$ cat config.mk
export PLATFORM = sky130hd
export DESIGN_NAME = drive_protection_torque_limit
export DESIGN_NICKNAME = d
export VERILOG_FILES = /design/src/rtl/prot_pkg.sv /design/src/rtl/min3.sv /design/src/rtl/pin_sync.sv /design/src/rtl/drive_protection_torque_limit.sv
export SDC_FILE = /design/constraint.sdc
export NUM_CORES = 1
export LEC_CHECK = 0
export BUFFER_PORTS_ARGS = -buffer_cell sky130_fd_sc_hd__clkbuf_2
export CORE_UTILIZATION = 35
export CTS_CLUSTER_SIZE = 40
export DETAILED_ROUTE_END_ITERATION = 10
export PLACE_DENSITY_LB_ADDON = 0.08
export SETUP_SLACK_MARGIN = 0.05
export SYNTH_ARGS = -nofsm -noshare
export SYNTH_HDL_FRONTEND = slang
export SYNTH_SLANG_ARGS = --single-unit
$ cat constraint.sdc
create_clock -name clk -period 7.9 [get_ports clk]
set_input_delay 0.79 -clock clk [delete_from_list [all_inputs] [get_ports clk]]
set_output_delay 0.79 -clock clk [all_outputs]
set_load 0.03 [all_outputs]
$ cat src/rtl/prot_pkg.sv
package prot_pkg;

  localparam logic [13:0] DISABLE_CODE       = 14'h270F;
  localparam logic [2:0]  BC_NONE            = 3'h0;
  localparam logic [2:0]  BC_DUTY_CHANGE     = 3'h1;
  localparam logic [2:0]  BC_CONV_SHUTOFF    = 3'h3;
  localparam logic [2:0]  BC_CONV_IPF        = 3'h4;
  localparam logic [6:0]  BRAKE_DUTY_MAX     = 7'h1E;
  localparam logic [2:0]  TLM_ANALOG         = 3'h1;
  localparam logic [2:0]  TLM_OPTION         = 3'h2;
  localparam logic [2:0]  TLM_PARAM_QUAD     = 3'h3;
  localparam logic [2:0]  TLM_PARAM_FOUR     = 3'h4;
  localparam logic [2:0]  TLM_RESET          = 3'h3;
  localparam logic [13:0] TORQUE_MAX         = 14'h0190;
  localparam logic [13:0] TORQUE_MAIN_RESET  = 14'h0096;
  localparam logic [13:0] OVERSPEED_RESET    = 14'h0BB8;
  localparam logic [1:0]  LINK_START_AUTO    = 2'h2;
  localparam logic [7:0]  OVERSPEED_NUM      = 8'h73;
  localparam logic [7:0]  OVERSPEED_DEN      = 8'h64;
  localparam int          STOP_TIME_US       = 3000;
  localparam int          CLK_MHZ            = 250;
  localparam int          STOP_CYCLES        = (STOP_TIME_US * CLK_MHZ);
  localparam int          MS_TICK_CYCLES     = 250000;

  typedef enum logic [1:0] {
    Q_FWD_DRIVE = 2'b00,
    Q_FWD_REGEN = 2'b01,
    Q_REV_DRIVE = 2'b10,
    Q_REV_REGEN = 2'b11
  } quadrant_t;

  typedef enum logic [1:0] {
    PH_CONST = 2'b00,
    PH_ACCEL = 2'b01,
    PH_DECEL = 2'b10
  } phase_t;

  typedef struct packed {
    logic [2:0]  brake_converter_select;
    logic [6:0]  regen_brake_duty;
    logic [13:0] speed_dev_level;
    logic [13:0] speed_dev_time;
    logic [13:0] overspeed_level;
    logic [2:0]  torque_limit_mode;
    logic [13:0] torque_limit_main;
    logic [13:0] torque_limit_regen;
    logic [13:0] torque_limit_q3;
    logic [13:0] torque_limit_q4;
    logic [13:0] torque_limit_second;
    logic [13:0] decel_torque_limit;
    logic [13:0] accel_torque_limit;
    logic [1:0]  link_start_mode;
    logic [13:0] restart_coast_time;
  } params_t;

endpackage

$ cat src/rtl/min3.sv
`timescale 1ns/1ps
module min3
  import prot_pkg::*;
#(
  parameter int W = 14
) (
  input  wire logic [W-1:0] a,
  input  wire logic [W-1:0] b,
  input  wire logic [W-1:0] c,
  output logic      [W-1:0] y
);
  logic [W-1:0] ab;
  assign ab = (a < b) ? a : b;
  assign y  = (ab < c) ? ab : c;
endmodule

$ cat src/rtl/pin_sync.sv
`timescale 1ns/1ps
module pin_sync
  import prot_pkg::*;
#(
  parameter int W = 1
) (
  input  wire logic         clk,
  input  wire logic         rst_n,
  input  wire logic [W-1:0] d,
  output logic      [W-1:0] q
);
  logic [W-1:0] meta_ff;
  logic [W-1:0] sync_ff;
  always_ff @(posedge clk or negedge rst_n) begin
    if (!rst_n) begin
      meta_ff <= '0;
      sync_ff <= '0;
    end else begin
      meta_ff <= d;
      sync_ff <= meta_ff;
    end
  end
  assign q = sync_ff;
endmodule

$ cat src/rtl/drive_protection_torque_limit.sv
// The implementer's own choices: the strobed register port and the register offsets.
`timescale 1ns/1ps
module drive_protection_torque_limit
  import prot_pkg::*;
#(
  parameter int DEV_TICK_CYCLES = MS_TICK_CYCLES
) (
  input  wire logic        clk,
  input  wire logic        rst_n,
  input  wire logic [4:0]  addr,
  input  wire logic [15:0] wdata,
  input  wire logic        wr,
  input  wire logic        rd,
  output logic      [15:0] rdata,
  input  wire logic        small_model,
  input  wire logic        torque_control,
  input  wire logic        vf_control,
  input  wire logic        panel_operation,
  input  wire logic        shutoff_input,
  input  wire logic        power_fail_input,
  input  wire logic        mains_voltage_present,
  input  wire logic        undervoltage_raw,
  input  wire logic        power_fail_raw,
  input  wire logic        torque_limit_select_input,
  input  wire logic        run_cmd,
  input  wire logic [13:0] speed_cmd,
  input  wire logic [13:0] speed_act,
  input  wire logic [13:0] analog3_abs,
  input  wire logic [13:0] analog4,
  input  wire logic        option_fitted,
  input  wire logic [1:0]  quadrant,
  input  wire logic [1:0]  phase,
  output logic             run_enable,
  output logic             brake_enable,
  output logic             undervoltage_detect,
  output logic             power_fail_detect,
  output logic             option_error,
  output logic             speed_dev_error,
  output logic             overspeed_error,
  output logic             stored_run_cmd,
  output logic             duty_visible,
  output logic      [13:0] torque_limit
);

  localparam logic [4:0] A_BCSEL = 5'h00;
  localparam logic [4:0] A_DUTY  = 5'h01;
  localparam logic [4:0] A_DEVL  = 5'h02;
  localparam logic [4:0] A_DEVT  = 5'h03;
  localparam logic [4:0] A_OSL   = 5'h04;
  localparam logic [4:0] A_TLM   = 5'h05;
  localparam logic [4:0] A_TLMN  = 5'h06;
  localparam logic [4:0] A_TLRG  = 5'h07;
  localparam logic [4:0] A_TLQ3  = 5'h08;
  localparam logic [4:0] A_TLQ4  = 5'h09;
  localparam logic [4:0] A_TL2   = 5'h0A;
  localparam logic [4:0] A_DECL  = 5'h0B;
  localparam logic [4:0] A_ACCL  = 5'h0C;
  localparam logic [4:0] A_LINK  = 5'h0D;
  localparam logic [4:0] A_COAST = 5'h0E;
  localparam logic [4:0] A_STAT  = 5'h0F;
  localparam logic [4:0] A_CLEAR = 5'h10;
  localparam logic [4:0] A_LIMIT = 5'h11;

  typedef struct packed {
    params_t     p;
    logic [15:0] rdata;
    logic [31:0] stop_cnt;
    logic        run_en;
    logic [31:0] tick_cnt;
    logic [13:0] dev_ms;
    logic [9:0]  dev_sub;
    logic        dev_err;
    logic        os_err;
    logic        opt_err;
    logic        stored;
    logic [13:0] limit;
  } state_t;

  state_t st_ff;
  state_t nxt_st;

  logic        shutoff_s;
  logic        pfail_s;
  logic        mains_s;
  logic        tlsel_s;
  logic        conv_mode;
  logic [13:0] lvl_regen;
  logic [13:0] lvl_q3;
  logic [13:0] lvl_q4;
  logic [13:0] quad_lvl;
  logic [13:0] param_lvl;
  logic [13:0] analog_lvl;
  logic [13:0] phase_lvl;
  logic [13:0] const_lvl;
  logic [13:0] min_out;
  logic [13:0] spd_diff;
  logic [21:0] os_lhs;
  logic [21:0] os_rhs;

  pin_sync #(.W(4)) u_sync (
    .clk   (clk),
    .rst_n (rst_n),
    .d     ({shutoff_input, power_fail_input, mains_voltage_present, torque_limit_select_input}),
    .q     ({shutoff_s, pfail_s, mains_s, tlsel_s})
  );

  // Levels above the maximum are cut to it; the fallback code is kept as is.
  function automatic logic [13:0] clamp_lvl(input logic [15:0] v);
    if (v[13:0] == DISABLE_CODE) begin
      clamp_lvl = DISABLE_CODE;
    end else if (v[13:0] > TORQUE_MAX) begin
      clamp_lvl = TORQUE_MAX;
    end else begin
      clamp_lvl = v[13:0];
    end
  endfunction

  assign conv_mode = (st_ff.p.brake_converter_select == BC_CONV_SHUTOFF) ||
                     (st_ff.p.brake_converter_select == BC_CONV_IPF);

  // Fallback chain for unset quadrant levels.
  always_comb begin
    lvl_regen = (st_ff.p.torque_limit_regen == DISABLE_CODE) ? st_ff.p.torque_limit_main
                                                             : st_ff.p.torque_limit_regen;
    lvl_q3    = (st_ff.p.torque_limit_q3 == DISABLE_CODE) ? st_ff.p.torque_limit_main
                                                          : st_ff.p.torque_limit_q3;
    lvl_q4    = (st_ff.p.torque_limit_q4 == DISABLE_CODE) ? lvl_regen : st_ff.p.torque_limit_q4;
    case (quadrant)
      Q_FWD_DRIVE: quad_lvl = st_ff.p.torque_limit_main;
      Q_FWD_REGEN: quad_lvl = lvl_regen;
      Q_REV_DRIVE: quad_lvl = lvl_q3;
      Q_REV_REGEN: quad_lvl = lvl_q4;
      default:     quad_lvl = st_ff.p.torque_limit_main;
    endcase
    // Analog modes pair the main level with a terminal; mode 4 uses main and regeneration only.
    case (st_ff.p.torque_limit_mode)
      TLM_ANALOG:     param_lvl = st_ff.p.torque_limit_main;
      TLM_OPTION:     param_lvl = st_ff.p.torque_limit_main;
      TLM_PARAM_FOUR: param_lvl = quadrant[0] ? lvl_regen : st_ff.p.torque_limit_main;
      default:        param_lvl = quad_lvl;
    endcase
    if (tlsel_s && st_ff.p.torque_limit_second != DISABLE_CODE) begin
      param_lvl = st_ff.p.torque_limit_second;
    end
    // Analog terminals never raise the limit above the parameter level.
    case (st_ff.p.torque_limit_mode)
      TLM_ANALOG: analog_lvl = analog3_abs;
      TLM_OPTION: analog_lvl = (quadrant[0] && option_fitted) ? analog4 : analog3_abs;
      default:    analog_lvl = TORQUE_MAX;
    endcase
    // A phase limit left at the fallback code keeps the constant-speed limit in force.
    case (phase)
      PH_ACCEL: phase_lvl = (st_ff.p.accel_torque_limit == DISABLE_CODE) ? TORQUE_MAX
                                                                        : st_ff.p.accel_torque_limit;
      PH_DECEL: phase_lvl = (st_ff.p.decel_torque_limit == DISABLE_CODE) ? TORQUE_MAX
                                                                        : st_ff.p.decel_torque_limit;
      default:  phase_lvl = TORQUE_MAX;
    endcase
    const_lvl = param_lvl;
  end

  min3 #(.W(14)) u_min (
    .a (phase_lvl),
    .b (const_lvl),
    .c (analog_lvl),
    .y (min_out)
  );

  // Absolute speed difference without a signed subtract.
  assign spd_diff = (speed_cmd > speed_act) ? (speed_cmd - speed_act) : (speed_act - speed_cmd);
  assign os_lhs   = 22'(speed_act) * 22'(OVERSPEED_DEN);
  assign os_rhs   = 22'(st_ff.p.overspeed_level) * 22'(OVERSPEED_NUM);

  always_comb begin
    nxt_st       = st_ff;
    nxt_st.rdata = 16'h0000;
    if (wr) begin
      case (addr)
        A_BCSEL: nxt_st.p.brake_converter_select = wdata[2:0];
        A_DUTY: begin
          // Small models clamp to 30 percent; large models stay at zero.
          if (st_ff.p.brake_converter_select == BC_DUTY_CHANGE && small_model) begin
            nxt_st.p.regen_brake_duty = (wdata[6:0] > BRAKE_DUTY_MAX) ? BRAKE_DUTY_MAX : wdata[6:0];
          end
        end
        A_DEVL:  nxt_st.p.speed_dev_level     = wdata[13:0];
        A_DEVT:  nxt_st.p.speed_dev_time      = wdata[13:0];
        A_OSL:   nxt_st.p.overspeed_level     = wdata[13:0];
        A_TLM:   nxt_st.p.torque_limit_mode   = wdata[2:0];
        A_TLMN:  nxt_st.p.torque_limit_main   = (wdata[13:0] > TORQUE_MAX) ? TORQUE_MAX : wdata[13:0];
        A_TLRG:  nxt_st.p.torque_limit_regen  = clamp_lvl(wdata);
        A_TLQ3:  nxt_st.p.torque_limit_q3     = clamp_lvl(wdata);
        A_TLQ4:  nxt_st.p.torque_limit_q4     = clamp_lvl(wdata);
        A_TL2:   nxt_st.p.torque_limit_second = clamp_lvl(wdata);
        A_DECL:  nxt_st.p.decel_torque_limit  = clamp_lvl(wdata);
        A_ACCL:  nxt_st.p.accel_torque_limit  = clamp_lvl(wdata);
        A_LINK:  nxt_st.p.link_start_mode     = wdata[1:0];
        A_COAST: nxt_st.p.restart_coast_time  = wdata[13:0];
        default: nxt_st.p = st_ff.p;
      endcase
    end
    // Large models hold the duty at zero whatever was stored before.
    if (!small_model) begin
      nxt_st.p.regen_brake_duty = 7'h00;
    end
    if (rd) begin
      case (addr)
        A_BCSEL: nxt_st.rdata = {13'h0000, st_ff.p.brake_converter_select};
        A_DUTY:  nxt_st.rdata = (st_ff.p.brake_converter_select == BC_NONE) ? 16'h0000
                                : {9'h000, st_ff.p.regen_brake_duty};
        A_DEVL:  nxt_st.rdata = {2'h0, st_ff.p.speed_dev_level};
        A_DEVT:  nxt_st.rdata = {2'h0, st_ff.p.speed_dev_time};
        A_OSL:   nxt_st.rdata = {2'h0, st_ff.p.overspeed_level};
        A_TLM:   nxt_st.rdata = {13'h0000, st_ff.p.torque_limit_mode};
        A_TLMN:  nxt_st.rdata = {2'h0, st_ff.p.torque_limit_main};
        A_TLRG:  nxt_st.rdata = {2'h0, st_ff.p.torque_limit_regen};
        A_TLQ3:  nxt_st.rdata = {2'h0, st_ff.p.torque_limit_q3};
        A_TLQ4:  nxt_st.rdata = {2'h0, st_ff.p.torque_limit_q4};
        A_TL2:   nxt_st.rdata = {2'h0, st_ff.p.torque_limit_second};
        A_DECL:  nxt_st.rdata = {2'h0, st_ff.p.decel_torque_limit};
        A_ACCL:  nxt_st.rdata = {2'h0, st_ff.p.accel_torque_limit};
        A_LINK:  nxt_st.rdata = {14'h0000, st_ff.p.link_start_mode};
        A_COAST: nxt_st.rdata = {2'h0, st_ff.p.restart_coast_time};
        A_STAT:  nxt_st.rdata = {9'h000, st_ff.stored, st_ff.opt_err, st_ff.os_err, st_ff.dev_err,
                                 st_ff.run_en, pfail_s, shutoff_s};
        A_LIMIT: nxt_st.rdata = {2'h0, st_ff.limit};
        default: nxt_st.rdata = 16'h0000;
      endcase
    end

    // In converter modes a high shut-off input stops running; stop follows three clocks later, well within 3 ms.
    if (conv_mode && shutoff_s) begin
      nxt_st.run_en = 1'b0;
    end else begin
      nxt_st.run_en = run_cmd && !st_ff.dev_err && !st_ff.os_err && !st_ff.opt_err;
    end
    nxt_st.stop_cnt = 32'h0000_0000;

    // Clear goes first so that a trip in the same cycle still wins.
    if (wr && addr == A_CLEAR) begin
      nxt_st.dev_err = 1'b0;
      nxt_st.os_err  = 1'b0;
      nxt_st.opt_err = 1'b0;
    end

    if (conv_mode && mains_s) begin
      nxt_st.opt_err = 1'b1;
    end

    // Run command kept for restart only; never a power-fail trip.
    if (st_ff.p.brake_converter_select == BC_CONV_IPF && st_ff.p.link_start_mode == LINK_START_AUTO &&
        st_ff.p.restart_coast_time != DISABLE_CODE && !pfail_s) begin
      nxt_st.stored = run_cmd;
    end

    // Millisecond time base for the deviation timer.
    if (st_ff.tick_cnt >= 32'(DEV_TICK_CYCLES - 1)) begin
      nxt_st.tick_cnt = 32'h0000_0000;
    end else begin
      nxt_st.tick_cnt = st_ff.tick_cnt + 32'h0000_0001;
    end
    if (st_ff.p.speed_dev_level == DISABLE_CODE || torque_control ||
        spd_diff <= st_ff.p.speed_dev_level) begin
      nxt_st.dev_ms  = 14'h0000;
      nxt_st.dev_sub = 10'h000;
    end else if (st_ff.tick_cnt >= 32'(DEV_TICK_CYCLES - 1)) begin
      if (st_ff.dev_sub >= 10'h3E7) begin
        nxt_st.dev_sub = 10'h000;
        if (st_ff.dev_ms >= st_ff.p.speed_dev_time) begin
          nxt_st.dev_err = 1'b1;
        end else begin
          nxt_st.dev_ms = st_ff.dev_ms + 14'h0001;
        end
      end else begin
        nxt_st.dev_sub = st_ff.dev_sub + 10'h001;
      end
    end

    // Speed times 100 against level times 115 avoids a divider.
    if (!vf_control && os_lhs >= os_rhs) begin
      nxt_st.os_err = 1'b1;
    end

    nxt_st.limit = (phase == PH_CONST) ? ((const_lvl < analog_lvl) ? const_lvl : analog_lvl)
                                       : min_out;
  end

  always_ff @(posedge clk or negedge rst_n) begin
    if (!rst_n) begin
      st_ff                          <= '0;
      st_ff.p.speed_dev_level        <= DISABLE_CODE;
      st_ff.p.speed_dev_time         <= 14'h000C;
      st_ff.p.overspeed_level        <= OVERSPEED_RESET;
      st_ff.p.torque_limit_mode      <= TLM_RESET;
      st_ff.p.torque_limit_main      <= TORQUE_MAIN_RESET;
      st_ff.p.torque_limit_regen     <= DISABLE_CODE;
      st_ff.p.torque_limit_q3        <= DISABLE_CODE;
      st_ff.p.torque_limit_q4        <= DISABLE_CODE;
      st_ff.p.torque_limit_second    <= DISABLE_CODE;
      st_ff.p.decel_torque_limit     <= DISABLE_CODE;
      st_ff.p.accel_torque_limit     <= DISABLE_CODE;
      st_ff.limit                    <= TORQUE_MAIN_RESET;
    end else begin
      st_ff <= nxt_st;
    end
  end

  assign rdata               = st_ff.rdata;
  assign run_enable          = st_ff.run_en;
  // In converter modes the external converter owns these functions.
  assign brake_enable        = !conv_mode;
  assign undervoltage_detect = !conv_mode && undervoltage_raw;
  assign power_fail_detect   = !conv_mode && power_fail_raw;
  assign option_error        = st_ff.opt_err;
  assign speed_dev_error     = st_ff.dev_err;
  assign overspeed_error     = st_ff.os_err;
  assign stored_run_cmd      = st_ff.stored;
  assign duty_visible        = (st_ff.p.brake_converter_select != BC_NONE);
  assign torque_limit        = st_ff.limit;

endmodule

==> results of run 1 <==
worst max-delay path: cells and delay by family (launching register included):
kind,cells,cell delay [ns]
simple gates,3,0.99
compound gates,16,4.30
buf+inv,1,0.11
fa+ha+maj,2,0.65
mux,1,0.42
flops,1,0.73
metrics by stage:
| step | setup slack [ns] | hold WS [ns] | util | total power, mW | std cells |
|---|---|---|---|---|---|
| floorplan | 2.08 | 0.331 | - | 3.93 | 2168 |
| global placement | 0.638 | 0.333 | 0.381 | 4.70 | 2970 |
| detailed placement | 0.619 | 0.346 | 0.381 | 4.75 | 2970 |
| CTS | 0.585 | 0.175 | 0.399 | 6.25 | 3026 |
| global route | 0.137 | 0.205 | 0.399 | 6.74 | 3028 |
| finish | 0.581 | 0.174 | 0.399 | 6.18 | 3028 |
cells in the final DEF (no fill, tap or decap), drive strengths merged, types with 16 or more instances in the layout:
cell type and n:
ha 219, inv 194, dfrtp 191, clkbuf 169, nand2 163, o21ai 137
nor2 107, a21oi 92, dfstp 75, mux2 75, mux2i 51, a22oi 48
nand3 46, fa 42, xnor2 41, a21o 41, a22o 39, nand4 38
a221oi 33, and2 32, nor3 32, xor2 30, a31oi 27, nor2b 26
buf 23, and3 21, nand2b 19, or2 18, a211oi 17, conb 16
layer usage:
layer | global-route usage | vias up | part of all wire
met2 | 0.371 | 518 | 0.44
li1 | - | 7962 | -
met4 | 0.0733 | 4 | 0.032
met1 | 0.337 | 8427 | 0.47
met5 | 0 | - | 0.00024
met3 | 0.0264 | 96 | 0.054
where the power goes:
| group | switching (mW) | internal (mW) | leakage, nW |
|---|---|---|---|
| Combinational | 1.67 | 1.27 | 6.82 |
| Sequential | 0.260 | 1.52 | 3.30 |
| Clock | 0.594 | 0.867 | 0.501 |
| Total | 2.53 | 3.66 | 10.6 |
flip-flops by register name, summed over array words and instances, names as in the netlist:
| register | cells |
|---|---|
| u_sync.meta_ff | 4 |
| overspeed_error | 1 |
| rdata | 14 |
| u_sync.q | 4 |
| stored_run_cmd | 1 |
| option_error | 1 |
| run_enable | 1 |
| speed_dev_error | 1 |
| torque_limit | 14 |
| st_ff | 225 |
worst paths after layout:
| check | startpoint | slack, ns | end |
|---|---|---|---|
| max | st_ff[239] | 0.58 | torque_limit[11] |
| min | rst_n | 0.17 | st_ff[287] |
| min in group clk | torque_limit_select_input | 0.31 | u_sync.meta_ff[0] |
| min reg2reg | u_sync.meta_ff[0] | 0.36 | u_sync.q[0] |
| max in group asynchronous | rst_n | 6.39 | st_ff[157] |
| max reg2reg | st_ff[239] | 0.58 | torque_limit[11] |
cells by family (layout without fill, tap and decap cells):
group | after synthesis | in the layout
AOI/OAI and AO/OA | 556 | 556
xor gates and xnor gates | 71 | 71
adders and majority gates | 261 | 261
buffers and inverters | 300 | 402
DFF | 266 | 266
muxes | 126 | 126
other | 1 | 18
and+or+nand+nor | 572 | 572
cell type report:
cell class	count	area [um^2]
multi-input combinational	1602	12400
antenna	2	5.00
fill	5686	34200
sequential	266	6750
tap	756	946
timing repair buffer	152	826
inverter	194	728
clock buffer	40	828
clock inverter	16	203
==> qor.csv, run 1 <==
metric,value,unit
cts_setup_buffers,0,
synth_compound_area_frac,0.189,
finalInstanceArea,22700,um^2
ir_drop,0.389,mV
status,"finished, final reports clean",
finClkSkew,0.0232,ns
core-area,56900,um^2
drive_above_1_share,0.163,
drtIter0Drc,1208,
synth_area_per_cell,9.45,um^2
crit_type,reg2reg,
placed_area,21700,um^2
worstSkewPairLatency,0.59,ns
synth_top_family_by_area,compound AO/OA/AOI/OAI gates,
io_pins,136,
setup_violations,0,
nNetsFinal,2604,
ys.flop_type,dfrtp_1,
slew_headroom,0.296,
overflow,0,
yosys.area_share.xor_xnor,0.0306,
cap_violations,0,
place.detailed.hpwl,54500,um
gp_congestion,0.943,
grtUsageTotal,0.236,
post-route-period-util,0.926,
vias,17000,
rsz0062_at_grt,no,
antenna_found_initial,5,
synth.area.mux_share,0.0666,
drv_slew,0,
p_per_area,272,nW/um^2
routed_wl,69800,um
synth-seq-cells,266,
fp.dieW,243,um
synthTopCellsByCount,"ha_1, inv_1, dfrtp_1",
synth-adder-area-share,0.176,
rows,87,
drcViolationCount,0,
cp_common_cell,a211oi_1,
yosysUniqueCellTypes,89,
avgRoutedWirePerCell,23.1,um
root_buffer,clkbuf_16,
yosys.area_share.simple,0.144,
critical-path-max-stage-delay,0.73,ns
dr.pass1.iters,10,
cts_buffer_depth,3,
first_global_vias,16800,
grt_pass1_wl,107000,um
tightest_slew,1.06,ns
min_path_type,in2async,
syn2layout_area_growth,11.7,%
yosysMostFrequentCell,ha_1,
initial_core_util,0.357,
async_flop_share,1.00,
ys_warn_count,0,
tns,0,ns
fin_crit,7.32,ns
io_buffers,130,
slowest_stage,dfrtp_1,
synth_area_leaders,"dfrtp_1, ha_1, dfstp_2",
ys_seq_area_frac,0.332,
cp-start-kind,flop,
hold_viol_final,0,
end_kind,flop,
yosys.area.top_type,dfrtp_1,
leakage,10.6,nW
ff2ff_path_depth,23,
cp.arrival,7.80,ns
ant_nets,0,
worstPathCellList,"or3b_1, o221ai_1, a21o_1, a22oi_1, a31oi_1, inv_1, ha_1, a211oi_1, o21ai_0, a221o_1, a221oi_4, nand2_2, o21ai_4, mux2_1, ha_1, a211oi_1, o21ai_0, o211ai_1, a21oi_1, a211oi_1, o21ai_2, or2_1, a22o_1",
synth_top_area_share,0.235,
synth_cells,2153,
clk_pin_slew,0.07,ns
die_h,243,um
grt_max_degree,73,
syn_area,20300,um^2
cts_hold_buffers,0,
htree_levels,1,
cts.sinks,266,
required,8.38,ns
tritoncts,done,
cts_resized,0,
fmax,137,MHz
die_area,59100,um^2
synth_edf_count,0,
worst-path-max-fanout,19,
via_per_inst,5.62,
cts_buffers,30,
(Power assumes the default switching activity.)
==> run 2: changes to the inputs <==
Settings changed: CELL_PAD_IN_SITES_DETAIL_PLACEMENT set to 0, CELL_PAD_IN_SITES_GLOBAL_PLACEMENT set to 1.
Clock period 7.9 ns to 6.2 ns, I/O delays scaled along.
==> qor.csv, run 2 (synthesis results as in run 1) <==
metric,value,unit
status,"finished, final reports clean",
initial_core_util,0.357,
regArea,6750,um^2
crit_type,reg2reg,
cap_violations,0,
worst-path-max-fanout,7,
antenna_found_initial,3,
layout_commonest_cell,ha_1,
rrSetupSlack,0.26,ns
clk_pin_slew,0.06,ns
layout_common_cells,"ha_1, inv_1, dfrtp_1, nand2_1, clkbuf_2",
grtUsageTotal,0.249,
cts_buffer_depth,3,
min_to,u_sync.meta_ff[3],
stdcell_count,3140,
leakage,11.3,nW
fin_crit,5.94,ns
slowest_stage,dfstp_2,
dr.pass1.iters,10,
cts.sinks,266,
vias,17600,
cts_buffers,35,
avgRoutedWirePerCell,23.4,um
multi_input_area,12800,um^2
crit_family,compound AO/OA/AOI/OAI gates,
rsz0062_at_grt,yes,
worstHoldPathCells,1,
p_comb_frac,0.486,
finalInstanceArea,24000,um^2
drv_slew,0,
rows,87,
post-place-ws,-0.0479,ns
fin_ws,0.259,ns
path_buf_inv,7,
htree_levels,2,
tightest_slew,1.08,ns
syn2layout_area_growth,18.1,%
cp.arrival,6.33,ns
io_buffers,130,
place_inst,3066,
grt_max_degree,147,
first_global_vias,17500,
core-area,56900,um^2
io_pins,136,
drtIter0Drc,1282,
critical-path-max-stage-delay,0.53,ns
r2r_end,torque_limit[0],
fill_cells,5671,
drcViolationCount,0,
end_kind,flop,
p_int,4.92,mW
setup_violations,0,
p_per_area,344,nW/um^2
place.detailed.hpwl,58200,um
placed_area,22500,um^2
net-switching-power,3.36,mW
fp.dieW,243,um
cp-start-kind,flop,
routed_wl,73500,um
drive_above_1_share,0.220,
root_buffer,clkbuf_16,
finalPower,8.27,mW
p_sw_frac,0.406,
seqPwrFrac,0.268,
ant_nets,0,
tritoncts,done,
tns,0,ns
min_path_type,in2reg,
via_per_inst,5.59,
finClkSkew,0.0199,ns
die_area,59100,um^2
hold_viol_final,0,
r2r-start,st_ff[212],
hold_start,shutoff_input,
clockPowerShare,0.247,
ir_drop,0.339,mV
largest_register_ff_count,225,
grt_pass1_wl,111000,um
fmax,168,MHz
nNetsFinal,2713,
gp_congestion,0.940,
largest_register,st_ff,
slew_headroom,0.283,
ff2ff_path_depth,26,
post-route-period-util,0.958,
overflow,0,
die_h,243,um
worstSkewPairLatency,0.57,ns
required,6.59,ns
## run 2: worst reg2reg max path, stage by stage (launching register included)
cell       delay (ns)
dfstp_2          0.53
or4b_4           0.50
o41ai_4          0.42
buf_4            0.22
a221oi_1         0.09
a2111oi_2        0.37
buf_4            0.18
o22a_4           0.15
inv_1            0.05
ha_1             0.30
nand2_1          0.08
o21ai_1          0.09
a2111oi_2        0.37
buf_4            0.18
nand2_2          0.05
o21ai_4          0.27
buf_6            0.18
buf_6            0.11
mux2i_1          0.24
ha_1             0.29
o211ai_1         0.17
a21oi_1          0.11
a211oi_2         0.27
o21ai_4          0.16
buf_12           0.17
mux2i_1          0.13
mux2i_1          0.10
## run 2: what timing repair did
| item | in CTS | in global routing |
|---|---|---|
| gates resized for setup | 6 | 68 |
| hold buffers | 1 | 0 |
| setup buffers | 0 | 7 |
| gates cloned | 0 | 0 |
| pin swaps | 0 | 21 |
| setup endpoints to repair | 14 | 15 |
| hold endpoints to repair | 40 | 0 |
## run 2: power groups by stage
stage	clock network, mW	registers, mW	logic [mW]
floorplan	0	2.10	2.90
detailed placement	0	2.24	3.93
CTS	2.09	2.21	3.97
global route	2.16	2.23	4.57
finish	2.04	2.21	4.02
global placement	0	2.23	3.86
## run 2: per-stage QoR
stage | utilization | hold WS (ns)
floorplan | - | 0.324
global placement | 0.394 | 0.337
detailed placement | 0.394 | 0.351
CTS | 0.415 | 0.115
global route | 0.422 | 0.125
finish | 0.422 | 0.152
## run 2: how the worst max path moves through the flow
stage	depth (start not counted)	end	slack [ns]	start
2_1_floorplan	25	torque_limit[0]	0.38	st_ff[212]
3_3_place_gp	27	torque_limit[4]	-0.10	st_ff[212]
3_5_place_dp	24	torque_limit[4]	-0.05	st_ff[212]
4_1_cts	28	torque_limit[4]	0.05	st_ff[212]
5_1_grt	26	torque_limit[13]	-0.04	st_ff[212]
6_report	26	torque_limit[0]	0.26	st_ff[212]
## run 2: final cells by class
cell class | instances | share of cell area
Multi-Input combinational cell | 1602 | 0.532
Sequential cell | 266 | 0.281
Timing Repair Buffer | 256 | 0.0697
Clock buffer | 52 | 0.0404
Tap cell | 756 | 0.0394
Inverter | 194 | 0.0303
Clock inverter | 11 | 0.00719
Antenna cell | 3 | 0.000313
## run 2: metal layers
metal	GRT usage	vias up	routed length, um
met5	0	-	13
met4	0.0734	2	2100
met3	0.0409	98	4370
met2	0.378	499	32000
met1	0.359	8769	35100
li1	-	8185	-
